--- config.mk ---
export PLATFORM = sky130hd
export DESIGN_NAME = ccbd_top
export DESIGN_NICKNAME = d
export VERILOG_FILES = /design/src/ccbd_pkg.sv /design/src/ccbd_sig_if.sv /design/src/ccbd_sync.sv /design/src/ccbd_sigfmt.sv /design/src/ccbd_top.sv
export SDC_FILE = /design/constraint.sdc
export NUM_CORES = 1
export LEC_CHECK = 0
export BUFFER_PORTS_ARGS = -buffer_cell sky130_fd_sc_hd__buf_2
export CAP_MARGIN = 15
export CORE_MARGIN = 4
export CORE_UTILIZATION = 44
export CTS_BUF_LIST = sky130_fd_sc_hd__clkbuf_2
export DETAILED_ROUTE_END_ITERATION = 6
export PLACE_DENSITY = 0.66
export SKIP_LAST_GASP = 1
export SLEW_MARGIN = 20
export SYNTH_ARGS = -nofsm -noshare
export SYNTH_HDL_FRONTEND = slang
export SYNTH_HIERARCHICAL = 1
export SYNTH_SLANG_ARGS = --single-unit
export TNS_END_PERCENT = 20
--- constraint.sdc ---
create_clock -name mclk -period 2.5 [get_ports mclk]
set_input_delay 0.5 -clock mclk [delete_from_list [all_inputs] [get_ports mclk]]
set_output_delay 0.5 -clock mclk [all_outputs]
set_load 0.005 [all_outputs]
--- src/ccbd_pkg.sv ---
// Shared constants, field positions and state type of the codec control byte decoder.
// Assumes every user runs on the single 20 MHz mclk domain.
//
// Contract
// - Control byte bits 3:2 give 11 idle, 01 status, x0 coefficient operation.
// - An idle byte changes no configuration and moves no data bytes.
// - Status byte: address bit7, read flag bit6, power 5, conference 4, length 1:0.
// - Status power bit 1 selects operating state, 0 selects standby.
// - Conference bit set asks for summing channel A and B voice bytes.
// - Write length 00 none, 11 one byte filter, 10 pin then filter.
// - Filter bit7 set disables balance; bits 6:3 clear disable their filters.
// - Test field bits 2:0 select loopbacks, high pass off, receive cut.
// - Pin bits 7:4 make signaling pins D to A inputs when 1.
// - Expansion flag tells whether external signaling expansion logic exists.
// - Addressing bit 0 means shared port and forces pin A to input.
// - Companding bit 1 selects mu-law, 0 selects A-law.
// - Coefficient source bit 0 uses RAM balance coefficients, 1 fixed ones.
// - Reset clears the filter register and sets the pin register to ones.
// - Status read returns pin register then filter register; the code answers only a read with length 10.
// - Coefficient write codes select RAM areas; bit7 picks second codec.
// - Coefficient read codes are the write codes with bit6 set.
// - Coefficient readback ends with pin register then filter register.
// - Three dedicated flag inputs, three flag outputs, four configurable pins.
// - Signaling byte: flags 7:5, pins D to A 4:1, expansion bit 0.
// - Unused transmit bits low, or released with expansion; shared halves split.
package ccbd_pkg;
	localparam int OP_HI = 3;
	localparam int OP_LO = 2;
	localparam int ADDR_BIT = 7;
	localparam int RD_BIT = 6;
	localparam int PWR_BIT = 5;
	localparam int CONF_BIT = 4;
	localparam int LEN_HI = 1;
	localparam int CODE_HI = 5;
	localparam logic [1:0] LEN_ONE = 2'h3;
	localparam logic [1:0] LEN_TWO = 2'h2;
	localparam logic [7:0] FILT_RESET = 8'h00;
	localparam logic [7:0] PIN_RESET = 8'hff;
	localparam int BAL_OFF_BIT = 7;
	localparam int IMP_ON_BIT = 6;
	localparam int TXF_ON_BIT = 5;
	localparam int RXF_ON_BIT = 4;
	localparam int GAIN_ON_BIT = 3;
	localparam int TEST_HI = 2;
	localparam logic [2:0] TEST_ALOOP = 3'h1;
	localparam logic [2:0] TEST_HPOFF = 3'h2;
	localparam logic [2:0] TEST_RXCUT = 3'h3;
	localparam logic [2:0] TEST_DLBAL = 3'h6;
	localparam logic [2:0] TEST_DLPCM = 3'h7;
	localparam int DIR_HI = 7;
	localparam int DIR_LO = 4;
	localparam int EXP_BIT = 3;
	localparam int AM_BIT = 2;
	localparam int LAW_BIT = 1;
	localparam int FIXB_BIT = 0;
	localparam logic [5:0] C_BAL1 = 6'h03;
	localparam logic [5:0] C_BAL2 = 6'h0b;
	localparam logic [5:0] C_BDLY = 6'h18;
	localparam logic [5:0] C_IMP = 6'h13;
	localparam logic [5:0] C_TXF = 6'h23;
	localparam logic [5:0] C_RXF = 6'h2b;
	localparam logic [5:0] C_GAIN = 6'h30;
	localparam logic [3:0] LEN_LONG = 4'h8;
	localparam logic [3:0] LEN_SHORT = 4'h4;
	localparam logic [3:0] LEN_NONE = 4'h0;
	localparam logic [3:0] CNT_LAST = 4'h1;
	localparam logic [5:0] B_BAL1 = 6'h00;
	localparam logic [5:0] B_BAL2 = 6'h08;
	localparam logic [5:0] B_BDLY = 6'h10;
	localparam logic [5:0] B_IMP = 6'h14;
	localparam logic [5:0] B_TXF = 6'h1c;
	localparam logic [5:0] B_RXF = 6'h24;
	localparam logic [5:0] B_GAIN = 6'h2c;
	localparam int COEF_DEPTH = 48;
	typedef enum logic [2:0] {
		S_CMD = 3'b000,
		S_PIN = 3'b001,
		S_FILT = 3'b010,
		S_CWR = 3'b011,
		S_CRD = 3'b100,
		S_RPIN = 3'b101,
		S_RFILT = 3'b110
	} ccbd_state_type;
endpackage : ccbd_pkg

--- src/ccbd_sig_if.sv ---
// Configuration bundle from the decoder to the signaling byte formatter.
// Assumes both ends sit on mclk.
`timescale 1ns/100ps
interface ccbd_sig_if;
	logic [3:0] pin_dir;
	logic expansion;
	logic single;
	logic dev_addr;
	modport cfg (output pin_dir, output expansion, output single, output dev_addr);
	modport fmt (input pin_dir, input expansion, input single, input dev_addr);
endinterface : ccbd_sig_if

--- src/ccbd_sync.sv ---
// Two-flop synchroniser, one chain per bit.
// Assumes inputs are asynchronous pins and mclk is the destination clock.
`timescale 1ns/100ps
module ccbd_sync #(
	parameter int W = 4
) (
	input logic mclk,
	input logic reset,
	input logic [W-1:0] d,
	output logic [W-1:0] q
);
	logic [W-1:0] meta_reg;
	genvar i;
	for (i = 0; i < W; i++) begin : g_bit
		always_ff @(posedge mclk or posedge reset) begin
			if (reset) begin
				meta_reg[i] <= 1'b0;
				q[i] <= 1'b0;
			end else begin
				meta_reg[i] <= d[i];
				q[i] <= meta_reg[i];
			end
		end
	end
endmodule : ccbd_sync

--- src/ccbd_sigfmt.sv ---
// Signaling byte formatter: packs flag and pin inputs, unpacks received flags.
// Assumes synchronised inputs and a one-cycle receive byte strobe on mclk.
`timescale 1ns/100ps
module ccbd_sigfmt (
	input logic mclk,
	input logic reset,
	ccbd_sig_if.fmt cfg,
	input logic [2:0] flag_in,
	input logic [3:0] aux_in,
	input logic rx_sig_valid,
	input logic [7:0] rx_sig_byte,
	output logic [7:0] tx_sig_byte,
	output logic [7:0] tx_sig_oe,
	output logic [2:0] rx_flag_out,
	output logic [3:0] aux_pin_out,
	output logic [3:0] aux_pin_oe
);
	logic [3:0] dir_eff;
	logic [3:0] pin_tx;
	logic [3:0] single_oe;
	logic [3:0] single_rx;
	assign dir_eff = cfg.pin_dir | {3'h0, ~cfg.single};
	genvar i;
	for (i = 0; i < 4; i++) begin : g_pin
		assign pin_tx[i] = dir_eff[i] & aux_in[i];
		assign single_oe[i] = dir_eff[i] | ~cfg.expansion;
		assign single_rx[i] = dir_eff[i] ? aux_pin_out[i] : rx_sig_byte[i+1];
	end
	wire [7:0] tx_single = {flag_in, pin_tx, 1'b0};
	wire [7:0] oe_single = {3'h7, single_oe, ~cfg.expansion};
	wire [3:0] half = {flag_in, pin_tx[3]};
	wire [7:0] tx_shared = cfg.dev_addr ? {4'h0, half} : {half, 4'h0};
	wire [7:0] oe_shared = cfg.dev_addr ? 8'h0f : 8'hf0;
	wire [3:0] rx_half = cfg.dev_addr ? rx_sig_byte[3:0] : rx_sig_byte[7:4];
	wire rx_d = dir_eff[3] ? aux_pin_out[3] : rx_half[0];
	wire [3:0] rx_pins = cfg.single ? single_rx : {rx_d, aux_pin_out[2:0]};
	wire [2:0] rx_flags = cfg.single ? rx_sig_byte[7:5] : rx_half[3:1];
	always_ff @(posedge mclk or posedge reset) begin
		if (reset) begin
			tx_sig_byte <= 8'h00;
			tx_sig_oe <= 8'h00;
			aux_pin_oe <= 4'h0;
		end else begin
			tx_sig_byte <= cfg.single ? tx_single : tx_shared;
			tx_sig_oe <= cfg.single ? oe_single : oe_shared;
			aux_pin_oe <= ~dir_eff;
		end
	end
	always_ff @(posedge mclk or posedge reset) begin
		if (reset) begin
			rx_flag_out <= 3'h0;
			aux_pin_out <= 4'h0;
		end else if (rx_sig_valid) begin
			rx_flag_out <= rx_flags;
			aux_pin_out <= rx_pins;
		end
	end
endmodule : ccbd_sigfmt

--- src/ccbd_top.sv ---
// Control byte interpreter, configuration registers, coefficient RAM and signaling.
// Assumes the line-card deserialiser hands over control and data bytes on mclk.
`timescale 1ns/100ps
module ccbd_top #(
	parameter logic DEV_ADDR = 1'b0,
	parameter int COEF_DEPTH = ccbd_pkg::COEF_DEPTH
) (
	input logic mclk,
	input logic reset,
	input logic ctrl_valid,
	input logic [7:0] ctrl_byte,
	output logic ctrl_ready,
	output logic resp_valid,
	output logic [7:0] resp_byte,
	input logic resp_ready,
	output logic power_state,
	output logic conference_sum,
	output logic balance_filter_off,
	output logic impedance_filter_on,
	output logic transmit_filter_on,
	output logic receive_filter_on,
	output logic gain_filter_on,
	output logic [2:0] test_select,
	output logic [4:0] test_active,
	output logic expansion_present,
	output logic addressing_choice,
	output logic mu_law_sel,
	output logic fixed_balance_coeffs,
	input logic [2:0] tx_flag_in,
	input logic [3:0] aux_pin_in,
	output logic [3:0] aux_pin_out,
	output logic [3:0] aux_pin_oe,
	output logic [2:0] rx_flag_out,
	input logic rx_sig_valid,
	input logic [7:0] rx_sig_byte,
	output logic [7:0] tx_sig_byte,
	output logic [7:0] tx_sig_oe
);

	ccbd_pkg::ccbd_state_type state_reg, state_next;
	logic [7:0] filt_reg, filt_next, pin_reg, pin_next;
	logic [7:0] coef_mem [COEF_DEPTH];
	logic [5:0] ptr_reg, ptr_next;
	logic [3:0] cnt_reg, cnt_next;
	logic own_reg, own_next;
	logic pwr_reg, pwr_next, conf_reg, conf_next;
	logic ready_reg, valid_reg, valid_next;
	logic [7:0] byte_reg, byte_next;
	logic [4:0] test_reg;
	logic [2:0] flag_s;
	logic [3:0] aux_s;

	// Area base and byte count for a coefficient code; unknown codes carry no data
	function automatic logic [9:0] area_of(input logic [5:0] code);
		case (code)
			ccbd_pkg::C_BAL1: area_of = {ccbd_pkg::B_BAL1, ccbd_pkg::LEN_LONG};
			ccbd_pkg::C_BAL2: area_of = {ccbd_pkg::B_BAL2, ccbd_pkg::LEN_LONG};
			ccbd_pkg::C_BDLY: area_of = {ccbd_pkg::B_BDLY, ccbd_pkg::LEN_SHORT};
			ccbd_pkg::C_IMP: area_of = {ccbd_pkg::B_IMP, ccbd_pkg::LEN_LONG};
			ccbd_pkg::C_TXF: area_of = {ccbd_pkg::B_TXF, ccbd_pkg::LEN_LONG};
			ccbd_pkg::C_RXF: area_of = {ccbd_pkg::B_RXF, ccbd_pkg::LEN_LONG};
			ccbd_pkg::C_GAIN: area_of = {ccbd_pkg::B_GAIN, ccbd_pkg::LEN_SHORT};
			default: area_of = {6'h00, ccbd_pkg::LEN_NONE};
		endcase
	endfunction : area_of

	wire take = ctrl_valid & ready_reg;
	wire resp_take = valid_reg & resp_ready;
	wire own_cmd = ctrl_byte[ccbd_pkg::ADDR_BIT] == DEV_ADDR;
	wire is_idle = ctrl_byte[ccbd_pkg::OP_HI] & ctrl_byte[ccbd_pkg::OP_LO];
	wire is_status = ~ctrl_byte[ccbd_pkg::OP_HI] & ctrl_byte[ccbd_pkg::OP_LO];
	wire is_coef = ~ctrl_byte[ccbd_pkg::OP_LO];
	wire is_read = ctrl_byte[ccbd_pkg::RD_BIT];
	wire [1:0] len_code = ctrl_byte[ccbd_pkg::LEN_HI:0];
	wire [9:0] area = area_of(ctrl_byte[ccbd_pkg::CODE_HI:0]);
	wire [5:0] area_base = area[9:4];
	wire [3:0] area_len = area[3:0];
	wire last = cnt_reg == ccbd_pkg::CNT_LAST;
	wire [5:0] ptr_inc = ptr_reg + 6'h01;
	wire ready_next = state_next == ccbd_pkg::S_CMD || state_next == ccbd_pkg::S_PIN
		|| state_next == ccbd_pkg::S_FILT || state_next == ccbd_pkg::S_CWR;
	wire mem_wr = state_reg == ccbd_pkg::S_CWR && take && own_reg;
	wire [2:0] tsel = filt_reg[ccbd_pkg::TEST_HI:0];
	wire [4:0] test_dec = {tsel == ccbd_pkg::TEST_DLPCM, tsel == ccbd_pkg::TEST_DLBAL,
		tsel == ccbd_pkg::TEST_RXCUT, tsel == ccbd_pkg::TEST_HPOFF,
		tsel == ccbd_pkg::TEST_ALOOP};

	always_comb begin
		state_next = state_reg;
		filt_next = filt_reg;
		pin_next = pin_reg;
		ptr_next = ptr_reg;
		cnt_next = cnt_reg;
		own_next = own_reg;
		pwr_next = pwr_reg;
		conf_next = conf_reg;
		valid_next = valid_reg;
		byte_next = byte_reg;
		case (state_reg)
			ccbd_pkg::S_CMD: if (take && !is_idle) begin
				own_next = own_cmd;
				if (is_status) begin
					if (own_cmd) begin
						pwr_next = ctrl_byte[ccbd_pkg::PWR_BIT];
						conf_next = ctrl_byte[ccbd_pkg::CONF_BIT];
					end
					if (is_read) begin
						if (own_cmd && len_code == ccbd_pkg::LEN_TWO) begin
							valid_next = 1'b1;
							byte_next = pin_reg;
							state_next = ccbd_pkg::S_RPIN;
						end
					end else if (len_code == ccbd_pkg::LEN_ONE) begin
						state_next = ccbd_pkg::S_FILT;
					end else if (len_code == ccbd_pkg::LEN_TWO) begin
						state_next = ccbd_pkg::S_PIN;
					end
				end else if (is_coef && area_len != ccbd_pkg::LEN_NONE) begin
					ptr_next = area_base;
					cnt_next = area_len;
					if (!is_read) begin
						state_next = ccbd_pkg::S_CWR;
					end else if (own_cmd) begin
						valid_next = 1'b1;
						byte_next = coef_mem[area_base];
						state_next = ccbd_pkg::S_CRD;
					end
				end
			end
			ccbd_pkg::S_PIN: if (take) begin
				if (own_reg) begin
					pin_next = ctrl_byte;
				end
				state_next = ccbd_pkg::S_FILT;
			end
			ccbd_pkg::S_FILT: if (take) begin
				if (own_reg) begin
					filt_next = ctrl_byte;
				end
				state_next = ccbd_pkg::S_CMD;
			end
			ccbd_pkg::S_CWR: if (take) begin
				ptr_next = ptr_inc;
				cnt_next = cnt_reg - 4'h1;
				if (last) begin
					state_next = ccbd_pkg::S_CMD;
				end
			end
			ccbd_pkg::S_CRD: if (resp_take) begin
				if (last) begin
					byte_next = pin_reg;
					state_next = ccbd_pkg::S_RPIN;
				end else begin
					ptr_next = ptr_inc;
					cnt_next = cnt_reg - 4'h1;
					byte_next = coef_mem[ptr_inc];
				end
			end
			ccbd_pkg::S_RPIN: if (resp_take) begin
				byte_next = filt_reg;
				state_next = ccbd_pkg::S_RFILT;
			end
			ccbd_pkg::S_RFILT: if (resp_take) begin
				valid_next = 1'b0;
				state_next = ccbd_pkg::S_CMD;
			end
			default: state_next = ccbd_pkg::S_CMD;
		endcase
	end

	always_ff @(posedge mclk or posedge reset) begin
		if (reset) begin
			state_reg <= ccbd_pkg::S_CMD;
			filt_reg <= ccbd_pkg::FILT_RESET;
			pin_reg <= ccbd_pkg::PIN_RESET;
			ptr_reg <= 6'h00;
			cnt_reg <= 4'h0;
			own_reg <= 1'b0;
			pwr_reg <= 1'b0;
			conf_reg <= 1'b0;
		end else begin
			state_reg <= state_next;
			filt_reg <= filt_next;
			pin_reg <= pin_next;
			ptr_reg <= ptr_next;
			cnt_reg <= cnt_next;
			own_reg <= own_next;
			pwr_reg <= pwr_next;
			conf_reg <= conf_next;
		end
	end

	always_ff @(posedge mclk or posedge reset) begin
		if (reset) begin
			ready_reg <= 1'b0;
			valid_reg <= 1'b0;
			byte_reg <= 8'h00;
			test_reg <= 5'h00;
		end else begin
			ready_reg <= ready_next;
			valid_reg <= valid_next;
			byte_reg <= byte_next;
			test_reg <= test_dec;
		end
	end

	// Coefficient RAM has no reset; reads before the first write are undefined
	always_ff @(posedge mclk) begin
		if (mem_wr) begin
			coef_mem[ptr_reg] <= ctrl_byte;
		end
	end

	assign ctrl_ready = ready_reg;
	assign resp_valid = valid_reg;
	assign resp_byte = byte_reg;
	assign power_state = pwr_reg;
	assign conference_sum = conf_reg;
	assign balance_filter_off = filt_reg[ccbd_pkg::BAL_OFF_BIT];
	assign impedance_filter_on = filt_reg[ccbd_pkg::IMP_ON_BIT];
	assign transmit_filter_on = filt_reg[ccbd_pkg::TXF_ON_BIT];
	assign receive_filter_on = filt_reg[ccbd_pkg::RXF_ON_BIT];
	assign gain_filter_on = filt_reg[ccbd_pkg::GAIN_ON_BIT];
	assign test_select = tsel;
	assign test_active = test_reg;
	assign expansion_present = pin_reg[ccbd_pkg::EXP_BIT];
	assign addressing_choice = pin_reg[ccbd_pkg::AM_BIT];
	assign mu_law_sel = pin_reg[ccbd_pkg::LAW_BIT];
	assign fixed_balance_coeffs = pin_reg[ccbd_pkg::FIXB_BIT];

	ccbd_sig_if sig_cfg ();
	assign sig_cfg.pin_dir = pin_reg[ccbd_pkg::DIR_HI:ccbd_pkg::DIR_LO];
	assign sig_cfg.expansion = pin_reg[ccbd_pkg::EXP_BIT];
	assign sig_cfg.single = pin_reg[ccbd_pkg::AM_BIT];
	assign sig_cfg.dev_addr = DEV_ADDR;

	ccbd_sync #(.W(7)) u_sync (
		.mclk(mclk),
		.reset(reset),
		.d({tx_flag_in, aux_pin_in}),
		.q({flag_s, aux_s})
	);

	ccbd_sigfmt u_sigfmt (
		.mclk(mclk),
		.reset(reset),
		.cfg(sig_cfg),
		.flag_in(flag_s),
		.aux_in(aux_s),
		.rx_sig_valid(rx_sig_valid),
		.rx_sig_byte(rx_sig_byte),
		.tx_sig_byte(tx_sig_byte),
		.tx_sig_oe(tx_sig_oe),
		.rx_flag_out(rx_flag_out),
		.aux_pin_out(aux_pin_out),
		.aux_pin_oe(aux_pin_oe)
	);
endmodule : ccbd_top

* Yosys cells after proc, flatten, opt, wreduce, memory -nomap -nowiden
Memory sizes are Yosys's and may differ from the RTL's.
Cells that the tools add are included.
** Cells by class
- Add/sub/neg operators :: 2
- Equal/unequal tests :: 37
- Muxes and demuxes :: 58
- Bitwise operators :: 22
- Reduce and logical (&&, ||, !) cells :: 25
** Operators by type and width (number)
- 8-bit 2-to-1 mux :: 10
- 10-bit case mux with 7 select lines :: 1
- 3-bit 2-to-1 mux :: 17
- 6-bit 2-to-1 mux :: 6
- 4-bit 2-to-1 mux :: 7
- 8-bit case mux with 3 select lines :: 1
- 3-bit case mux with 7 select lines :: 1
- 3-bit by 2-bit == test with 1-bit output, second input constant :: 6
- 6-bit == test, second input constant :: 3
- 6-bit case mux with 3 select lines :: 1
- 2-bit inequality test, second input constant :: 8
- 3-bit == test, second input constant :: 5
- 3-bit inequality test, second input constant :: 5
- 3-bit AND reduction :: 5
- 6-bit by 5-bit == test with 1-bit output, second input constant :: 2
- 4-bit case mux with 3 select lines :: 1
- 1-bit 2-to-1 mux :: 11
- 3-bit by 1-bit == test with 1-bit output, second input constant :: 3
- 9-bit AND reduction :: 1
- 1-bit AND :: 8
- 1-bit NOT :: 8
- 8-bit AND reduction :: 1
- 7-bit AND reduction :: 1
- 6-bit by 1-bit adder with 6-bit output, second input constant :: 1
- other kinds (19) :: 31
** Storage, ports and cells
- Register bits :: 88
- Memory bits (writable) :: 384
- Input port bits :: 28
- Output and inout port bits :: 56
- Word-level logic and storage cells :: 179
- Memories :: 1
** Memories
- coef_mem :: depth 48, bits a word 8, rd ports 2, clocked after memory_dff 0, write ports 1, RTL line ccbd_top.sv:42 : logic [7:0] coef_mem [COEF_DEPTH];

* Logic depth before layout (Yosys ltp)
Gate-level depths: netlist of run 1.
- Word-level depth :: 12
- Mapped depth :: 11
- Gate-level depth less buffers :: 8

* Cells and area by module
The synthesis of run 1 kept the hierarchy.
** By module, submodules not included
- ccbd_top :: times used 1, cells an instance 1135, area an instance 18411.4 µm², sequential area each 12717.2 µm²
- ccbd_sigfmt :: times used 1, cells an instance 76, area an instance 959.7 µm², sequential area each 625.6 µm²
- ccbd_sync :: times used 1, cells an instance 15, area an instance 354.1 µm², sequential area each 350.3 µm²

* Worst setup path before layout of run 1
Ideal clock, no wire load.
- Path type :: register to register
- Start point :: register ptr_reg[1]
- End point :: register byte_reg[0], in the netlist resp_byte[0]
- Library setup time :: 0.136 ns
- Data arrival time :: 2.363 ns
- Required time :: 2.364 ns
- Path slack :: 0.001 ns
- Cell stages (with the launch flop) :: 10
- Path buffers :: 3
- Period minus slack after synthesis :: 2.499 ns
- Cell sequence :: dfrtp_1 ha_1 buf_6 buf_6 buf_6 mux4_2 a211oi_1 a2111oi_0 a2111oi_0 a31oi_1
** Between the ends
- Longest elaborated chain between the ends :: 5
** Ends and longest elaborated chain
- start: declaration :: RTL line ccbd_top.sv:43 : logic [5:0] ptr_reg, ptr_next;
- start signal: assignment :: RTL line ccbd_top.sv:185 : ptr_reg <= ptr_next;
- 6-bit by 1-bit adder with 6-bit output :: RTL line ccbd_top.sv:79 : wire [5:0] ptr_inc = ptr_reg + 6'h01;
- memory read 48 x 8 bit
- 8-bit 2-to-1 mux :: RTL line ccbd_top.sv:150 : if (last) begin
- 8-bit 2-to-1 mux :: RTL line ccbd_top.sv:149 : ccbd_pkg::S_CRD: if (resp_take) begin
- 8-bit case mux with 3 select lines :: RTL line ccbd_top.sv:99 : case (state_reg)
- end signal: assignment :: RTL line ccbd_top.sv:202 : byte_reg <= byte_next;
- end: declaration :: RTL line ccbd_top.sv:48 : logic [7:0] byte_reg, byte_next;
No other way between the ends. The select of a mux whose other input is x is not followed.
A chain may end at the register's enable or synchronous reset.

* Worst setup path in the final report of run 1
- Start point :: register ptr_reg[0]
- End point :: register byte_reg[7], in the netlist resp_byte[7]
The elaborated chain is that of the path after synthesis.

==> reports/results.ini, run 1 <==
[critical_path]
cp.required_ns = 3.50
crit_type = register to register
crit_path_frequent_cell = buf_12
cp.arrival_ns = 3.83
critical-path-slowest-cell = dfrtp_4
crit_fanout = 7
cp_cell_sequence = ha_4 > buf_12 > buf_12 > buf_8 > buf_12 > buf_6 > mux4_2 > mux2i_2 > nor3_2 > a2111oi_2 > a31oi_1
crit_buf_inv = 5
cp_top_family = multiplexers
startpoint_type = register
max_stage_delay_ns = 0.51
endpoint_kind = register

[placement]
io_buffer_count = 83
place_congestion = 0.976
hpwl_mm = 37.5
dp.cells = 2025

[yosys]
seq_area_frac_synth = 0.694
synth_warnings = 6
synth-compound-area-share = 0.0568
async_flop_share = 0.183
netlist_instances = 1226
postSynthAreaPerCell_um2 = 16.1
syn_area_um2 = 19700
synthXorXnorAreaFrac = 0.00343
synthSimpleGateAreaFrac = 0.0788
syn_nets = 1257
synth_edf_count = 384
yosys.area_share.adder = 0.00190
synth_top_family_by_area = multiplexers
ys_ff_latch = 470
synth_mux_area_frac = 0.141
synth_ff_type = edfxtp_1
netlist-cell-type-count = 69

[power_and_ir_drop]
p_per_area_nw_per_um2 = 1130
clockPowerShare = 0.180
ir_worst_vdd_mv = 0.522
power.internal_mw = 17.6
net-switching-power_mw = 9.95
swShare = 0.362
leakage_nw = 9.03
p_comb_frac = 0.476
seqPwrFrac = 0.344
p_total_mw = 27.5

[grt]
grt_pass1_wl_mm = 81.9
grt_start_max_net_pins = 64
grt_pass1_vias = 13000
grt_overflow = 0
grt_usage = 0.232
grt_antenna_before_repair = 3

[timing]
relSlewSlack = 0.235
worstMarginPinSlew_ns = 1.15
clock.fmax_mhz = 354
finalCriticalPeriod_ns = 2.83
period_share = 1.13
drv_slew = 0
setup_violations = 9
worst_slack_ns = -0.326
rsz0062_at_grt = true
skew_ns = 0.125
hold_viol = 0

[clocking]
clock_latency_ns = 1.17
cts.htree.levels = 3
cts.clk_slew.worst_paths_ns = 0.11
cts_buffers = 111
ctsLongestPathBuffers = 3
cts.sinks = 470
cts_tree = built
clk_root_buffer_cell = clkbuf_2

[drt]
routedLengthMet1_mm = 22.4
drt_pass1_iterations = 5
drt-total-wl_mm = 55.6
met2WireLength_mm = 26.9
ant_nets = 0
drt-initial-drc-count = 1217
num_vias = 12900
post-route-drc-count = 0
avgRoutedWirePerCell_um = 24.2
viasPerCell = 5.60
wl_met3_mm = 4.81
top_layer_used = met5

[floorplan]
core_um2 = 44200
die_w_um = 220
fp.dieArea_um2 = 48300
initial_core_util = 0.446
num_rows = 77
ios = 84
die_h_um = 220

[final_layout]
largest_register = coef_mem
area_growth_pct = 23.7
largest_register_ffs = 384
fin_nets = 1647
drive_gt1_frac = 0.407
fillers = 3530
fin_cells = 2299

[status]
violations = negative setup slack
run_status = finished with violations

[min_path]
hold_class = input port to register

[job]
cap_violations = 0

-- what timing repair did --
action,4_1_cts,5_1_grt
setup endpoints to repair,25,108
hold endpoints to repair,270,0
hold buffers,39,0
gates resized for setup,68,52
gates cloned,3,0
pin swaps,22,38
setup buffers,19,17
-- layout make-up --
type | count | area, µm² | share of cell area
Sequential cell | 470 | 13700 | 0.561
Multi-Input combinational cell | 667 | 6030 | 0.247
Timing Repair Buffer | 347 | 2830 | 0.116
Clock buffer | 165 | 826 | 0.0338
Tap cell | 592 | 741 | 0.0304
Clock inverter | 38 | 209 | 0.00856
Inverter | 19 | 71.3 | 0.00292
Antenna cell | 1 | 2.50 | 0.000103
-- final timing paths --
kind	from	to	slack (ns)	cells after the start
max in group asynchronous	reset	u_sigfmt/aux_pin_out[0]$_DFFE_PP0P_	1.23	4
max reg2reg	ptr_reg[0]$_DFFE_PP0P_	resp_byte[7]$_DFFE_PP0P_	-0.33	11
min reg2reg	u_sync/meta_reg[5]$_DFF_PP0_	u_sync/q[5]$_DFF_PP0_	0.36	0
min	rx_sig_byte[4]	u_sigfmt/aux_pin_out[3]$_DFFE_PP0P_	0.23	4
min in group asynchronous	reset	u_sync/meta_reg[0]$_DFF_PP0_	0.52	4
max	ptr_reg[0]$_DFFE_PP0P_	resp_byte[7]$_DFFE_PP0P_	-0.33	11
-- power groups by stage --
stage | logic (mW) | registers, mW | clock network, mW
after detailed placement | 10.5 | 9.63 | 0
final | 13.1 | 9.47 | 4.97
after global routing | 13.9 | 9.52 | 5.60
after floorplan | 6.36 | 9.50 | 0
after global placement | 10.4 | 9.61 | 0
after CTS | 12.4 | 9.46 | 5.11
-- metrics by stage --
stage	TNS, ns	util	setup WS [ns]	hold slack, ns	area, µm²
CTS	-6.71	0.546	-0.324	0.0709	24100
detailed placement	-3.55	0.501	-0.730	0.337	22200
global route	-3.39	0.552	-0.439	0.167	24400
finish	-2.32	0.552	-0.326	0.225	24400
global placement	-3.24	0.501	-0.721	0.336	22200
floorplan	0	-	0.000898	0.331	19700
-- worst register-to-register path, cell delays in order (launching register included) --
cell and delay, ns:
dfrtp_4 0.51, ha_4 0.32, buf_12 0.13, buf_12 0.12, buf_8 0.12, buf_12 0.12
buf_6 0.09, mux4_2 0.50, mux2i_2 0.23, nor3_2 0.09, a2111oi_2 0.30, a31oi_1 0.12
-- placed cells by master, fill, tap and decap left out, drive strengths merged, types with 24 or more instances in the layout --
master and instances:
a21oi 29, buf 308, clkbuf 165, clkinv 34
dfrtp 78, dlygate4sd3 39, edfxtp 384, mux2 24
mux2i 29, mux4 99, nand2 117, nand3 35
nor2 103, o21ai 48
-- Yosys cell counts (all sizes together) (2+ instances only) --
cell type    n  area share
a2111oi     10      0.0046
a211oi      11      0.0042
a21boi       6      0.0023
a21oi       29      0.0079
a221oi       3      0.0013
a22o         6      0.0027
a31oi        8      0.0025
a32o         3      0.0015
a32oi        2     0.00089
a41oi        4      0.0018
and2        14      0.0044
and3         5      0.0016
and3b        2     0.00089
buf         41       0.014
clkbuf      29      0.0055
dfrtp       78       0.099
dfstp        8       0.011
edfxtp     384        0.58
ha           3      0.0019
inv         19      0.0036
mux2        24       0.014
mux2i       29       0.015
mux4        99        0.11
nand2      117       0.023
nand2b       9      0.0029
nand3       35      0.0089
nand3b       5      0.0019
nand4        3     0.00095
nor2       103       0.020
nor2b       12      0.0039
nor3        19      0.0053
nor3b        4      0.0018
o2111a       4      0.0023
o211ai       2     0.00076
o21a         4      0.0015
o21ai       48       0.012
o21bai       3      0.0011
o221ai       5      0.0022
o22ai        9      0.0029
or3          6      0.0019
or3b         2     0.00089
xor2         5      0.0026
-- per-layer routing --
metal  vias up  track usage
li1       5640            -
met1      6539        0.310
met2       609        0.381
met3        95       0.0506
met4         2       0.0770
met5         -            0
-- kinds of logic (layout without fill, tap and decap cells) --
logic type | after synthesis | after routing
other | 1 | 2
and+or+nand+nor | 339 | 339
DFF | 470 | 470
muxes | 152 | 152
xor gates and xnor gates | 6 | 6
buffers and inverters | 89 | 569
adders and majority gates | 3 | 3
AOI/OAI and AO/OA | 166 | 166
(Power assumes the default switching activity.)
==> run 2: changes to the inputs <==
- PLACE_DENSITY: 0.66 -> 0.65
- RECOVER_POWER: not set -> 25
==> run 2 against run 1 <==
Compared with the run above:
- the run ends with max-capacitance violations, max-slew violations, negative setup slack left
- fmax up 0.89%
- via count fell by 0.12%
- critical path depth up 1
- non-clock buffer count fell by 27
- clock-buffer cell count is 6 higher
- power shrank 3.6%
- die area stayed put
- combinational power shrank 8%
- clock skew fell by 0.0077 ns
- worst hold slack worse by 0.13 ns
- first-iteration DRC count rose by 24%
- largest cell class unchanged
==> reports/results.ini, run 2 (same netlist as run 1, synthesis figures left out) <==
[timing]
tns_ns = -2.05
relSlewSlack = -0.706
drv_slew = 210
worstMarginPinSlew_ns = 2.56
rsz0062_at_grt = true
period_share = 1.12
clock.fmax_mhz = 357
skew_ns = 0.117
worst_slack_ns = -0.301
finalCriticalPeriod_ns = 2.80
hold_viol = 0
setup_violations = 10

[drt]
viasPerCell = 5.66
post-route-drc-count = 0
drt-initial-drc-count = 1507
ant_nets = 0
num_vias = 12900
drt_pass1_iterations = 5
avgRoutedWirePerCell_um = 24.4
drt-total-wl_mm = 55.6

[final_layout]
area_growth_pct = 21.4
largest_register = coef_mem
fin_nets = 1624
fillers = 3596
fin_cells = 2275
final_cell_mix = edfxtp_1, clkbuf_2, buf_4
layout_commonest_cell = edfxtp_1
multi_input_area_um2 = 5840
drive_gt1_frac = 0.370
largest_register_ffs = 384
regArea_um2 = 13700

[clocking]
clk_root_buffer_cell = clkbuf_2
cts.sinks = 470
clock_latency_ns = 1.14
cts_tree = built
cts_buffers = 115
cts.htree.levels = 3
ctsLongestPathBuffers = 3
cts.clk_slew.worst_paths_ns = 0.10

[placement]
io_buffer_count = 83
dp.cells = 2019
place_congestion = 0.939
hpwl_mm = 37.0

[critical_path]
crit_type = register to register
cp_cell_sequence = ha_4 > buf_12 > buf_16 > buf_12 > buf_6 > mux4_2 > nor2_4 > o22ai_2 > nand4_1 > a211oi_2 > o21ai_1 > a41oi_1
startpoint_type = register
critical-path-slowest-cell = mux4_2
cp.required_ns = 3.49
max_stage_delay_ns = 0.53
cp.arrival_ns = 3.79
crit_fanout = 8
endpoint_kind = register
crit_path_frequent_cell = buf_12

[floorplan]
initial_core_util = 0.446
die_h_um = 220
core_um2 = 44200
die_w_um = 220
ios = 84
num_rows = 77
fp.dieArea_um2 = 48300

[power_and_ir_drop]
p_per_area_nw_per_um2 = 1110
ir_worst_vdd_mv = 0.673
leakage_nw = 8.80

[status]
violations = max-capacitance violations, max-slew violations, negative setup slack
run_status = finished with violations

[grt]
grt_overflow = 0
grt_pass1_wl_mm = 80.7
grt_start_max_net_pins = 64
grt_antenna_before_repair = 3
grt_usage = 0.227
grt_pass1_vias = 12700

[min_path]
hold_class = input port to asynchronous set/reset pin

[job]
cap_violations = 5

[run 2: changes by cell type in the layout (fill, tap and decap cells not counted), moves of 5 or more]
cell	previous run	this run
buf_12	21	16
buf_2	83	73
buf_4	190	162
buf_6	10	2
clkbuf_1	0	20
clkbuf_2	165	171
[run 2: path summary, 6_finish.rpt]
check	from	end	slack, ns	cells after the start
max	ptr_reg[0]$_DFFE_PP0P_	resp_byte[5]$_DFFE_PP0P_	-0.30	12
min	reset	u_sigfmt/tx_sig_oe[4]$_DFF_PP0_	0.1	3
max reg2reg	ptr_reg[0]$_DFFE_PP0P_	resp_byte[5]$_DFFE_PP0P_	-0.30	12
min reg2reg	u_sync/meta_reg[4]$_DFF_PP0_	u_sync/q[4]$_DFF_PP0_	0.36	0
max in group asynchronous	reset	resp_byte[6]$_DFFE_PP0P_	1.38	5
min in group mclk	ctrl_byte[6]	state_reg[1]$_DFF_PP0_	0.28	5
[run 2: stage by stage]
stage	hold slack (ns)	worst slack, ns	power (mW)	utilization	area, µm²
floorplan	0.331	0.000898	15.9	-	19700
global placement	0.337	-0.386	20.0	0.500	22100
detailed placement	0.339	-0.389	20.1	0.500	22100
CTS	0.0166	-0.305	25.4	0.534	23600
global route	0.0964	-0.354	27.9	0.541	23900
finish	0.0987	-0.301	26.5	0.541	23900
[run 2: where the power goes]
part,total [mW],internal [mW],switching (mW)
Sequential,9.50,9.01,0.489
Clock,5.08,2.03,3.05
Combinational,12.0,5.92,6.04
[run 2: layout make-up]
| cell class | count | area share |
|---|---|---|
| Timing Repair Buffer | 320 | 0.106 |
| Clock inverter | 35 | 0.00815 |
| Inverter | 19 | 0.00298 |
| Antenna cell | 1 | 0.000105 |
| Clock buffer | 171 | 0.0357 |
| Sequential cell | 470 | 0.572 |
| Multi-Input combinational cell | 667 | 0.244 |
| Tap cell | 592 | 0.0309 |
[run 2: critical path: cells and delay by family (launching register included)]
family | cells | cell delay (ns)
AOI/OAI and AO/OA | 4 | 0.40
and+or+nand+nor | 2 | 0.39
DFF | 1 | 0.50
buffers and inverters | 4 | 0.54
adders and majority gates | 1 | 0.30
muxes | 1 | 0.53
[run 2: per-layer routing]
layer / vias up / wire length (µm) / global-route usage
met4: 2 / 1620 / 0.0848
met3: 114 / 5330 / 0.0550
met1: 6522 / 22100 / 0.311
met5: - / 13 / 0
li1: 5587 / - / -
met2: 644 / 26500 / 0.357
[run 2: repair_timing]
item,4_1_cts,5_1_grt
gates cloned,0,3
setup endpoints to repair,9,10
hold endpoints to repair,207,0
pin swaps,2,30
gates resized for setup,5,58
setup buffers,1,7
hold buffers,41,0
==> run 3: changes to the inputs <==
- CTS_BUF_LIST: sky130_fd_sc_hd__clkbuf_2 -> sky130_fd_sc_hd__clkbuf_16
- GPL_ROUTABILITY_DRIVEN: not set -> 1
==> run 3 against run 2 <==
Compared with the run above:
- the flow still finishes with violations (max-capacitance violations, max-slew violations, negative setup slack)
- sequential share of layout area is 0.27 points lower
- power is 6.8% higher
- critical path depth stayed put
- critical path type unchanged
==> reports/results.ini, run 3 (same netlist as run 1, synthesis figures left out) <==
[status]
violations = max-capacitance violations, max-slew violations, negative setup slack
run_status = finished with violations

[grt]
grt_overflow = 0
grt_antenna_before_repair = 3
grt_pass1_vias = 12000
grt_usage = 0.223
grt_start_max_net_pins = 64
grt_pass1_wl_mm = 79.5

[placement]
dp.cells = 2019
hpwl_mm = 37.0
io_buffer_count = 83
place_congestion = 0.939

[clocking]
cts_tree = built
clk_root_buffer_cell = clkbuf_16
clock_latency_ns = 0.58
cts.clk_slew.worst_paths_ns = 0.07
ctsLongestPathBuffers = 3
cts.sinks = 470
cts.htree.levels = 2
cts_buffers = 49

[drt]
viasPerCell = 5.82
drt-total-wl_mm = 54.2
num_vias = 12400
post-route-drc-count = 0
avgRoutedWirePerCell_um = 25.5
drt_pass1_iterations = 5
ant_nets = 0
drt-initial-drc-count = 1553

[power_and_ir_drop]
leakage_nw = 8.69
net-switching-power_mw = 9.46
seqPwrFrac = 0.335
clockPowerShare = 0.240
ir_worst_vdd_mv = 0.652
p_total_mw = 28.4
swShare = 0.334
p_comb_frac = 0.425
p_per_area_nw_per_um2 = 1180
power.internal_mw = 18.9

[floorplan]
core_um2 = 44200
die_w_um = 220
ios = 84
die_h_um = 220
fp.dieArea_um2 = 48300
num_rows = 77
initial_core_util = 0.446

[timing]
finalCriticalPeriod_ns = 2.84
relSlewSlack = -0.150
skew_ns = 0.0319
clock.fmax_mhz = 352
drv_slew = 72
worst_slack_ns = -0.343
rsz0062_at_grt = true
hold_viol = 0
setup_violations = 8
worstMarginPinSlew_ns = 1.73
period_share = 1.14

[final_layout]
layout_commonest_cell = edfxtp_1
fin_nets = 1524
final_cell_mix = edfxtp_1, buf_4, nand2_1
largest_register_ffs = 384
antennaDiodeCount = 0
area_growth_pct = 22.0
drive_gt1_frac = 0.337
largest_register = coef_mem
fin_cells = 2124

[job]
cap_violations = 2

[critical_path]
cp.arrival_ns = 3.28
endpoint_kind = register
regToRegSetupSlack_ns = -0.34
cp.required_ns = 2.94
crit_fanout = 7
r2r-end = resp_byte[5]$_DFFE_PP0P_
r2r-start = ptr_reg[0]$_DFFE_PP0P_
startpoint_type = register
ff2ff_path_depth = 12
crit_type = register to register

[min_path]
min_from = tx_flag_in[2]
hold_end = u_sync/meta_reg[6]$_DFF_PP0_
min_path_cells = 1
hold_class = input port to register

[run 3: power by group through the flow]
stage | Sequential, mW | Clock, mW | Combinational (mW)
5_1_grt | 9.54 | 7.29 | 12.8
2_1_floorplan | 9.50 | 0 | 6.36
4_1_cts | 9.49 | 6.93 | 10.9
3_3_place_gp | 9.64 | 0 | 10.3
6_report | 9.50 | 6.80 | 12.1
3_5_place_dp | 9.65 | 0 | 10.4
[run 3: critical path: stages (launching register included)]
cell      delay [ns]
dfrtp_4         0.50
ha_4            0.32
buf_12          0.13
buf_16          0.14
buf_12          0.14
buf_4           0.11
mux4_2          0.53
nor2_4          0.14
o22ai_1         0.11
nand4_1         0.23
a211oi_2        0.07
o21ai_1         0.14
a41oi_1         0.12
[run 3: layout make-up]
class	instances	area (µm²)
tap	592	741
fill	3504	20200
timing repair buffer	286	2210
clock inverter	40	244
clock buffer	50	1250
inverter	19	71.3
multi-input combinational	667	5850
sequential	470	13700
[run 3: worst max-delay path by stage]
stage | cells after the start | end | slack (ns) | from
floorplan | 9 | resp_byte[0]$_DFFE_PP0P_ | 0.0009 | ptr_reg[1]$_DFFE_PP0P_
global placement | 10 | resp_byte[7]$_DFFE_PP0P_ | -0.39 | ptr_reg[0]$_DFFE_PP0P_
detailed placement | 10 | resp_byte[7]$_DFFE_PP0P_ | -0.39 | ptr_reg[0]$_DFFE_PP0P_
CTS | 8 | resp_byte[1]$_DFFE_PP0P_ | -0.34 | ptr_reg[0]$_DFFE_PP0P_
global route | 12 | resp_byte[0]$_DFFE_PP0P_ | -0.39 | ptr_reg[0]$_DFFE_PP0P_
finish | 12 | resp_byte[5]$_DFFE_PP0P_ | -0.34 | ptr_reg[0]$_DFFE_PP0P_
[run 3: metrics by stage]
step / setup TNS, ns / hold slack (ns) / setup WS [ns] / cell area [µm²] / utilization
2_1_floorplan: 0 / 0.331 / 0.000898 / 19700 / -
3_3_place_gp: -2.63 / 0.337 / -0.386 / 22100 / 0.500
3_5_place_dp: -2.75 / 0.339 / -0.389 / 22100 / 0.500
4_1_cts: -2.49 / 0.00119 / -0.336 / 23700 / 0.537
5_1_grt: -2.87 / 0.00942 / -0.385 / 24100 / 0.544
6_report: -2.21 / 0.0279 / -0.343 / 24100 / 0.544
[run 3: timing repair]
action / in CTS / in global routing
cloned: 1 / 1
setup buffers: 6 / 8
hold endpoints to repair: 27 / 0
pin swaps: 3 / 27
endpoints found under the setup margin: 8 / 8
hold buffers: 1 / 0
resized for setup: 8 / 54
[run 3: per-layer routing]
| layer | vias to the layer above | part of all wire | track usage |
|---|---|---|---|
| met5 | - | 0.00024 | 0 |
| met4 | 2 | 0.033 | 0.0685 |
| met3 | 107 | 0.10 | 0.0425 |
| met2 | 698 | 0.47 | 0.354 |
| met1 | 6243 | 0.40 | 0.317 |
| li1 | 5311 | - | - |
